### config.mk
export PLATFORM = sky130hd
export DESIGN_NAME = stc_start_trigger_config
export DESIGN_NICKNAME = d
export VERILOG_FILES = /design/src/stc_pkg.sv /design/src/stc_start_trigger_config.sv
export SDC_FILE = /design/constraint.sdc
export NUM_CORES = 1
export LEC_CHECK = 0
export ABC_AREA = 1
export BUFFER_PORTS_ARGS = -buffer_cell sky130_fd_sc_hd__buf_2
export CAP_MARGIN = 30
export CORE_MARGIN = 8
export CORE_UTILIZATION = 35
export DETAILED_ROUTE_END_ITERATION = 8
export GPL_TIMING_DRIVEN = 0
export PLACE_DENSITY = 0.57
export SLEW_MARGIN = 20
export SYNTH_ARGS = -nofsm -noshare
export SYNTH_HDL_FRONTEND = slang
export SYNTH_SLANG_ARGS = --single-unit
### constraint.sdc
create_clock -name pclk -period 1.4 [get_ports pclk]
set_input_delay 0.28 -clock pclk [delete_from_list [all_inputs] [get_ports pclk]]
set_output_delay 0.28 -clock pclk [all_outputs]
set_load 0.05 [all_outputs]
### src/stc_pkg.sv
package stc_pkg;

    // register indices; byte address is four times the index
    localparam logic [7:0]  STC_IDX_CFG      = 8'h02;
    localparam logic [7:0]  STC_IDX_STATUS   = 8'h03;
    localparam logic [7:0]  STC_IDX_CMD      = 8'h04;

    localparam logic [31:0] STC_CFG_RESET    = 32'h0000_0000;
    localparam logic [31:0] STC_CFG_WMASK    = 32'h0007_ffff;
    localparam logic [31:0] STC_STATUS_RESET = 32'h0000_0000;

    // field positions of start_trigger_config
    localparam int STC_HOLD_LSB    = 0;
    localparam int STC_SHADOW_BIT  = 4;
    localparam int STC_SRC_LSB     = 5;
    localparam int STC_POL_BIT     = 9;
    localparam int STC_IMMED_BIT   = 10;
    localparam int STC_BUSY_BIT    = 11;
    localparam int STC_QUEUE_LSB   = 12;
    localparam int STC_SHOPT_LSB   = 16;
    localparam int STC_CYCLIC_BIT  = 18;

    // status and command fields
    localparam int STC_ST_PEND_LSB  = 0;
    localparam int STC_ST_PIN_BIT   = 4;
    localparam int STC_ST_WAIT_BIT  = 5;
    localparam int STC_ST_CNT_LSB   = 8;
    localparam int STC_CMD_START_BIT = 0;

    localparam int STC_CNT_W = 8;

    typedef enum logic [1:0] {
        STC_SH_SINGLE    = 2'b00,
        STC_SH_DBL_SRAMP = 2'b01,
        STC_SH_DBL_NO_STOP_VELOCITY_T  = 2'b10,
        STC_SH_DBL_NO_VBEGIN_T = 2'b11
    } stc_shadow_e;

    // mirrors the bit layout of start_trigger_config
    typedef struct packed {
        logic [12:0] reserved;
        logic        cyclic_shadow;
        stc_shadow_e shadow_option;
        logic [3:0]  value_queue_select;
        logic        busy_state_en;
        logic        immediate_start;
        logic        start_polarity;
        logic [3:0]  trigger_source;
        logic        shadow_en;
        logic [3:0]  hold_select;
    } stc_cfg_s;

    // internal motion events, one-cycle pulses
    typedef struct packed {
        logic compare_match_event;
        logic velocity_reached;
        logic target_reached;
    } stc_evt_s;

endpackage

### src/stc_start_trigger_config.sv
// Operation
// (RL1) bits 3:0 make four parameters await start
// (RL2) bit 4 enables shadow register staging
// (RL3) zero trigger source disables all start generation
// (RL4) source bit 0 selects pin input, else output
// (RL5) source bits 1-3 select internal event triggers
// (RL6) polarity bit sets pin active level
// (RL7) immediate bit bypasses the start timer
// (RL8) busy state: weak active input, strong inactive output
// (RL9) zero queue field pipelines nothing
// (RL10) queue bits pick four values for pipelining
// (RL11) shadow option zero: single level, 13 parameters
// (RL12) options 1-3 select double-stage shadow variants
// (RL13) config register at index 0x02, resets zero
// (RL14) cyclic bit writes active parameters back to shadow
// (RL15) every start applies all staged values together
module stc_start_trigger_config (
    // apb
    input  wire logic                 pclk,
    input  wire logic                 presetn,
    input  wire logic                 psel,
    input  wire logic                 penable,
    input  wire logic                 pwrite,
    input  wire logic [11:0]          paddr,
    input  wire logic [31:0]          pwdata,
    output logic      [31:0]          prdata,
    output logic                      pready,
    output logic                      pslverr,
    // internal events and parameter writes
    input  wire stc_pkg::stc_evt_s    events,
    input  wire logic [3:0]           param_written,
    // start timer handshake
    output logic                      start_timer_launch,
    input  wire logic                 start_timer_done,
    // shared start pin
    input  wire logic                 start_pin_in,
    output logic                      start_pin_out,
    output logic                      start_pin_oe,
    output logic                      start_pin_weak,
    // controls toward the ramp generator
    output logic                      start_apply,
    output logic [3:0]                hold_select,
    output logic [3:0]                hold_release,
    output logic [3:0]                queue_transfer,
    output logic                      shadow_en,
    output stc_pkg::stc_shadow_e      shadow_option,
    output logic                      shadow_transfer,
    output logic                      shadow_writeback
);
    import stc_pkg::*;

    // level on the start pin for an active or inactive state
    function automatic logic pin_level(input logic active, input logic pol_hi);
        return active ? pol_hi : ~pol_hi;
    endfunction

    // waiting for the external start timer or not
    typedef enum logic {
        STC_TW_IDLE = 1'b0,
        STC_TW_WAIT = 1'b1
    } stc_twait_e;

    stc_cfg_s                 cfg_r;
    logic [31:0]              cfg_nxt;
    logic [3:0]               pend_r;
    logic [3:0]               pend_nxt;
    logic                     pin_act_prev_r;
    stc_twait_e               tmr_state_r;
    stc_twait_e               tmr_state_nxt;
    logic                     start_r;
    logic                     launch_r;
    logic [STC_CNT_W-1:0]     start_cnt_r;
    logic [31:0]              rdata_r;

    // apb decode
    wire       acc_phase = psel & penable;
    wire       wr_acc    = acc_phase & pwrite;
    wire       rd_acc    = acc_phase & ~pwrite;
    wire       word_ok   = (paddr[1:0] == 2'b00) & (paddr[11:10] == 2'b00);
    wire [7:0] idx       = paddr[9:2];
    wire       hit_cfg   = word_ok & (idx == STC_IDX_CFG);
    wire       hit_stat  = word_ok & (idx == STC_IDX_STATUS);
    wire       hit_cmd   = word_ok & (idx == STC_IDX_CMD);
    wire       hit_any   = hit_cfg | hit_stat | hit_cmd;

    // zero wait states keep the master's access phase to one cycle
    assign pready  = 1'b1;
    assign pslverr = acc_phase & ~hit_any;
    assign prdata  = rdata_r;

    // (RL13) config write path
    wire cfg_we = wr_acc & hit_cfg;
    assign cfg_nxt = pwdata & STC_CFG_WMASK;

    wire sw_start_req = wr_acc & hit_cmd & pwdata[STC_CMD_START_BIT];

    // field views
    wire [3:0] src       = cfg_r.trigger_source;
    // (RL3) timing set off
    wire       timing_en = (src != 4'h0);
    // (RL4) pin direction
    wire       pin_is_in = src[0];
    // (RL6) active level
    wire       pol_high  = cfg_r.start_polarity;
    wire       pin_act   = (start_pin_in == pin_level(1'b1, pol_high));

    // start sources
    // (RL5) internal event triggers
    wire evt_start = (src[1] & events.target_reached)
                   | (src[2] & events.velocity_reached)
                   | (src[3] & events.compare_match_event);

    // only an inactive-to-active change counts, so a held level fires once
    wire pin_edge  = timing_en & pin_is_in & pin_act & ~pin_act_prev_r;

    // (RL7) immediate or timed
    wire pin_now   = pin_edge & cfg_r.immediate_start;
    wire pin_timed = pin_edge & ~cfg_r.immediate_start;
    wire waiting    = (tmr_state_r == STC_TW_WAIT);
    wire tmr_enable = timing_en & ~cfg_r.immediate_start;
    wire timer_fire = waiting & start_timer_done;

    wire start_nxt = timing_en
                   & (evt_start | pin_now | timer_fire | sw_start_req);

    // timer wait sequencing
    // a new edge while waiting restarts the timer rather than queueing
    always_comb begin
        tmr_state_nxt = tmr_state_r;
        unique case (tmr_state_r)
            STC_TW_IDLE: begin
                if (tmr_enable && pin_timed) begin
                    tmr_state_nxt = STC_TW_WAIT;
                end
            end
            STC_TW_WAIT: begin
                if (!tmr_enable) begin
                    tmr_state_nxt = STC_TW_IDLE;
                end else if (pin_timed) begin
                    tmr_state_nxt = STC_TW_WAIT;
                end else if (timer_fire) begin
                    tmr_state_nxt = STC_TW_IDLE;
                end
            end
        endcase
    end

    always_ff @(posedge pclk or negedge presetn) begin
        if (!presetn) begin
            tmr_state_r <= STC_TW_IDLE;
        end else begin
            tmr_state_r <= tmr_state_nxt;
        end
    end

    // pending held changes
    // (RL1) mark held writes
    wire [3:0] hold_set = param_written & cfg_r.hold_select;

    // one flag per held parameter
    generate
        for (genvar g = 0; g < 4; g++) begin : g_pend
            // set wins over the release in the same cycle
            assign pend_nxt[g] = timing_en & (hold_set[g] | (pend_r[g] & ~start_r));

            always_ff @(posedge pclk or negedge presetn) begin
                if (!presetn) begin
                    pend_r[g] <= 1'b0;
                end else begin
                    pend_r[g] <= pend_nxt[g];
                end
            end
        end
    endgenerate

    wire busy = (pend_r != 4'h0) | waiting;

    // registers
    always_ff @(posedge pclk or negedge presetn) begin
        if (!presetn) begin
            cfg_r <= stc_cfg_s'(STC_CFG_RESET);
        end else if (cfg_we) begin
            cfg_r <= stc_cfg_s'(cfg_nxt);
        end
    end

    always_ff @(posedge pclk or negedge presetn) begin
        if (!presetn) begin
            pin_act_prev_r <= 1'b0;
        end else begin
            pin_act_prev_r <= pin_act;
        end
    end

    // (RL15) single start pulse
    always_ff @(posedge pclk or negedge presetn) begin
        if (!presetn) begin
            start_r <= 1'b0;
        end else begin
            start_r <= start_nxt;
        end
    end

    always_ff @(posedge pclk or negedge presetn) begin
        if (!presetn) begin
            launch_r <= 1'b0;
        end else begin
            launch_r <= pin_timed;
        end
    end

    always_ff @(posedge pclk or negedge presetn) begin
        if (!presetn) begin
            start_cnt_r <= '0;
        end else if (start_r) begin
            start_cnt_r <= start_cnt_r + STC_CNT_W'(1);
        end
    end

    // read data
    wire [31:0] status_word = STC_STATUS_RESET
        | (32'(pend_r)      << STC_ST_PEND_LSB)
        | (32'(pin_act)     << STC_ST_PIN_BIT)
        | (32'(waiting)     << STC_ST_WAIT_BIT)
        | (32'(start_cnt_r) << STC_ST_CNT_LSB);

    wire [31:0] rd_mux = hit_cfg  ? 32'(cfg_r) :
                         hit_stat ? status_word : 32'h0000_0000;

    always_ff @(posedge pclk or negedge presetn) begin
        if (!presetn) begin
            rdata_r <= 32'h0000_0000;
        end else if (psel & ~penable & ~pwrite) begin
            rdata_r <= rd_mux;
        end
    end

    // start pin drive
    // (RL8) busy state drive
    wire out_mode   = timing_en & ~pin_is_in;
    wire in_weak    = timing_en & pin_is_in & cfg_r.busy_state_en & ~busy;
    wire out_strong = out_mode & (~cfg_r.busy_state_en | busy | start_r);

    // with busy state, an idle output releases the line so others can drive
    assign start_pin_oe   = out_strong | in_weak;
    assign start_pin_weak = in_weak;
    // (RL6) pin level
    assign start_pin_out  = pin_level(in_weak | start_r, pol_high);

    // outputs toward the ramp generator
    assign start_apply        = start_r;
    assign start_timer_launch = launch_r;
    assign hold_select        = cfg_r.hold_select;

    // (RL1) release on start
    assign hold_release = start_r ? pend_r : 4'h0;

    // (RL9) queue transfer gate
    // (RL10) per-value queue
    assign queue_transfer = start_r ? cfg_r.value_queue_select : 4'h0;

    // (RL2) shadow staging
    assign shadow_en = cfg_r.shadow_en;

    // (RL11) single level, (RL12) double-stage variants
    assign shadow_option = cfg_r.shadow_option;

    assign shadow_transfer = start_r & cfg_r.shadow_en;

    // (RL14) cyclic write back
    assign shadow_writeback = shadow_transfer & cfg_r.cyclic_shadow;

endmodule

Yosys cells after proc, flatten, opt, wreduce, memory -nomap -nowiden
Index checks and enable logic that the tools add are counted.
Word-level totals
  register bits after elaboration: 67
  bits of input ports: 58
  output and inout bits: 56
  logic and storage cells: 107
Cells by class
  add/sub/neg operators: 1
  equality and inequality tests: 4
  multiplexer cells: 10
  bitwise logic cells: 68
  reductions and logical operators: 5
Operator list (count)
  1-bit bitwise AND: 37
  19-bit 2-to-1 mux: 1
  8-bit by 2-bit equality test with 1-bit output, second input constant: 2
  16-bit 2-to-1 mux: 1
  1-bit bitwise OR: 16
  6-bit by 16-bit bitwise OR with 16-bit output: 1
  1-bit inverter: 11
  8-bit by 1-bit adder with 8-bit output, second input constant: 1
  8-bit by 3-bit equality test with 1-bit output, second input constant: 1
  4-bit 2-to-1 mux: 2
  4-bit nonzero test: 2
  5-bit by 6-bit bitwise OR with 6-bit output: 1
  1-bit 2-to-1 mux: 5
  4-bit by 5-bit bitwise OR with 5-bit output: 1
  4-bit bitwise AND: 1
  2-bit zero test: 2
  1-bit case mux with 2 select lines: 1
  1-bit equality test: 1
  1-bit logical AND: 1

Longest topological paths before layout
  depth after elaboration: 9
  depth in mapped cells: 9
  mapped depth without buffers: 8

Worst setup path before layout
Ideal clock, no wire load.
  kind: register to output
  from: reg start_r, in the netlist start_apply
  to: out start_pin_out
  arrival time: 1789 ps
  required time: 1120 ps
  setup slack: -669 ps
  cell stages (with the launch flop): 4
  path buffers: 0
  cells stage by stage: dfrtp_1 > inv_1 > nand2_1 > xor2_1
On the way
  longest elaborated chain between the ends: 2
Ends and longest elaborated chain
  start, declared: line stc_start_trigger_config.sv:70  | logic start_r;
  start signal, assigned: line stc_start_trigger_config.sv:200  | start_r <= start_nxt;
  1-bit bitwise OR: line stc_start_trigger_config.sv:248  | assign start_pin_out = pin_level(in_weak | start_r, pol_high);
  1-bit 2-to-1 mux: line stc_start_trigger_config.sv:54  | return active ? pol_hi : ~pol_hi;
  end, declared: line stc_start_trigger_config.sv:37  | output logic start_pin_out,
No other way between the ends.

Worst setup path in the final report
  from: reg pend_r[1]
  to: out start_pin_out
On the way
  longest elaborated chain between the ends: 6
Ends and longest elaborated chain
  start, declared: line stc_start_trigger_config.sv:65  | logic [3:0] pend_r;
  start signal, assigned by index: line stc_start_trigger_config.sv:170  | pend_r[g] <= pend_nxt[g];
  4-bit nonzero test: line stc_start_trigger_config.sv:176  | wire busy = (pend_r != 4'h0) | waiting;
  1-bit bitwise OR: line stc_start_trigger_config.sv:176
  1-bit inverter: line stc_start_trigger_config.sv:241  | wire in_weak = timing_en & pin_is_in & cfg_r.busy_state_en & ~busy;
  1-bit bitwise AND: line stc_start_trigger_config.sv:241
  1-bit bitwise OR: line stc_start_trigger_config.sv:248
  1-bit 2-to-1 mux: line stc_start_trigger_config.sv:54
No other way between the ends.

==> impl_metrics.tcl <==
set metrics [dict create \
    hold_viol 3 \
    multi_input_area_sq_mm 0.00139 \
    fin_setup_tns_ns -2.59 \
    hold_class "primary input to async pin" \
    max_cap_violations 0 \
    detail_route.vias_per_cell 4.44 \
    cts-htree-levels 2 \
    pin_count 114 \
    end_kind "primary output" \
    dieArea_sq_mm 0.0116 \
    hold_slack_ns -0.00395 \
    area.sequential_sq_mm 0.00135 \
    powerDensity_mw_per_mm2 656 \
    cp-startpoint "pend_r[1]" \
    ys_ff_latch 54 \
    clock_skew_ns 0.00891 \
    first_pass_iters 4 \
    overflow 0 \
    clk_pin_slew_ns 0.10 \
    synth.avg_cell_area_sq_um 7.82 \
    finalNonFillerCells 611 \
    cts_buffer_depth 2 \
    dp.cells 578 \
    ir_worst_vdd_mv 0.422 \
    nFillCells 811 \
    syn2layout_area_growth_pct 45.4 \
    die_x_um 108 \
    crit_fanout 2 \
    clk_latency_ns 0.30 \
    path_class "flop to primary output" \
    cts_tree "yes" \
    drcViolationCount 0 \
    yosysWarnings 0 \
    cp-start-kind "flop" \
    grt_pass1_vias 2717 \
    period_needed_ns 1.73 \
    rsz0062_at_grt "yes" \
    synth.distinct_cells 30 \
    netlist_area_sq_mm 0.00293 \
    drt_wl_total_mm 8.45 \
    fin_ws_ns -0.334 \
    numPortBuffers 86 \
    antenna_cells 0 \
    arrival_ns 1.45 \
    vias 2713 \
    core_sq_mm 0.00818 \
    violations "negative hold slack, negative setup slack" \
    tightest_slew_ns 0.688 \
    finalCritPeriodShare_pct 124 \
    antenna_found_initial 0 \
    worstPathRequired_ns 1.12 \
    final_nets 564 \
    ctsHoldBuffers 0 \
    rows 33 \
    synthCells 375 \
    die-height_um 108 \
    yosysSeqAreaShare_pct 46.1 \
    antenna_left 0 \
    report.final.setup_viol 13 \
    grt_max_degree 55 \
    max_freq_mhz 577 \
    drt_iter0_markers 96 \
    cts_sinks 54 \
    wl_per_cell_um 13.8 \
    leakagePower_nw 2.49 \
    globalRouteTotalUtil_pct 14.9 \
    cts_root_buffer "clkbuf_8" \
    report.final.slew_viol_count 0 \
    dp.final_hpwl_mm 6.20 \
    place_congestion 0.791 \
    reg2reg_from "start_apply" \
    numCtsBuffers 5 \
    initial_core_util_pct 35.9 \
    final_util_pct 52.2 \
    status "finished, violations left" \
    drive_gt1_share_pct 43.1 \
    slew_headroom_pct 54.2 \
    grt_pass1_wl_mm 13.7 \
]
==> final timing paths <==
check	endpoint	depth (start not counted)	slack, ns
max	start_pin_out	5	-0.33
min	prdata[17]	1	-0.004
max reg2reg	start_cnt_r[7]	6	0.14
min reg2reg	prdata[8]	2	0.48
max in group asynchronous	pend_r[1]	1	0.89
min in group pclk	shadow_option[0]	3	0.20
==> cells in the mapped netlist (all sizes together) <==
cell type | n | area share [%]
nand4 | 5 | 1.1
nor2 | 18 | 3.0
a21oi | 3 | 0.51
buf | 29 | 7.5
conb | 2 | 0.26
clkbuf | 3 | 0.43
or2 | 1 | 0.21
nand2 | 129 | 18
xnor2 | 2 | 0.60
and2 | 1 | 0.21
inv | 55 | 7.0
o21ai | 25 | 5.5
ha | 1 | 0.43
nor3 | 3 | 0.51
a22o | 4 | 1.2
dfrtp | 54 | 46
xor2 | 4 | 1.2
nand3 | 34 | 6.2
nor3b | 1 | 0.26
a211oi | 1 | 0.26
==> logic make-up (layout without fill, tap and decap cells) <==
| group | Yosys count | count (layout) | synth area share [%] |
|---|---|---|---|
| compound gates | 33 | 33 | 7.50 |
| other cells | 2 | 14 | 0.256 |
| xor+xnor | 6 | 6 | 1.79 |
| buf+inv | 87 | 206 | 14.9 |
| simple gates | 192 | 192 | 29.0 |
| fa+ha+maj | 1 | 1 | 0.426 |
| flops | 54 | 54 | 46.1 |
==> worst max-delay path: stages, from the launching register on <==
cell	delay (ns)
dfrtp_2	0.44
nor2_4	0.12
nand4_1	0.15
nand2_2	0.13
xor2_4	0.16
buf_8	0.16
==> cell type report <==
class	instances	area share [%]
multi-input combinational	246	32.5
timing repair buffer	112	19.0
buffer	31	5.75
tap	105	3.08
clock inverter	1	0.205
sequential	54	31.7
clock buffer	7	2.02
inverter	55	5.69
==> per-stage QoR <==
step | worst slack, ns | power, mW | instance area (sq um)
6_report | -0.334 | 2.80 | 4270
5_1_grt | -0.435 | 2.92 | 4270
4_1_cts | -0.373 | 2.81 | 4070
3_5_place_dp | -0.360 | 1.89 | 3630
3_3_place_gp | -0.337 | 1.88 | 3630
2_1_floorplan | -0.0459 | 1.77 | 3070
==> power breakdown <==
group / leakage, nW / switching, mW / internal (mW) / total (mW)
Sequential: 0.749 / 0.00121 / 1.56 / 1.56
Clock: 0.0489 / 0.503 / 0.410 / 0.913
Combinational: 1.69 / 0.215 / 0.109 / 0.324
Total: 2.49 / 0.719 / 2.08 / 2.80
==> registers in the layout (all words and copies together) (netlist names) <==
signal / flops
tmr_state_r: 1
src: 4
start_cnt_r: 8
start_apply: 1
cfg_r: 7
shadow_option: 2
hold_select: 4
pol_high: 1
pend_r: 4
prdata: 19
start_timer_launch: 1
pin_act_prev_r: 1
shadow_en: 1
==> placed cells by master (no fill, tap or decap), types with 7 or more instances in the layout <==
cell	n
buf_4	49
o21ai_2	11
clkinvlp_4	9
nor2_1	7
o21ai_1	9
inv_1	41
nand2_1	106
nand2_2	13
nand3_1	32
buf_6	10
dfrtp_1	52
buf_8	11
buf_2	66
conb_1	14
nor2_4	8
nand2_4	9
==> repair_timing <==
item	4_1_cts	5_1_grt
endpoints found under the hold margin	0	0
gates cloned	1	0
setup endpoints to repair	16	29
pin swaps	8	14
gates resized for setup	67	28
setup buffers	14	11
==> layer usage <==
metal | global-route usage, % | up-vias | share of wire [%]
li1 | - | 1381 | -
met1 | 19.6 | 1249 | 44
met2 | 24.7 | 79 | 49
met3 | 2.46 | 4 | 5.9
met4 | 3.57 | 0 | 1.0
met5 | 0 | - | 0
(Power assumes the default switching activity.)
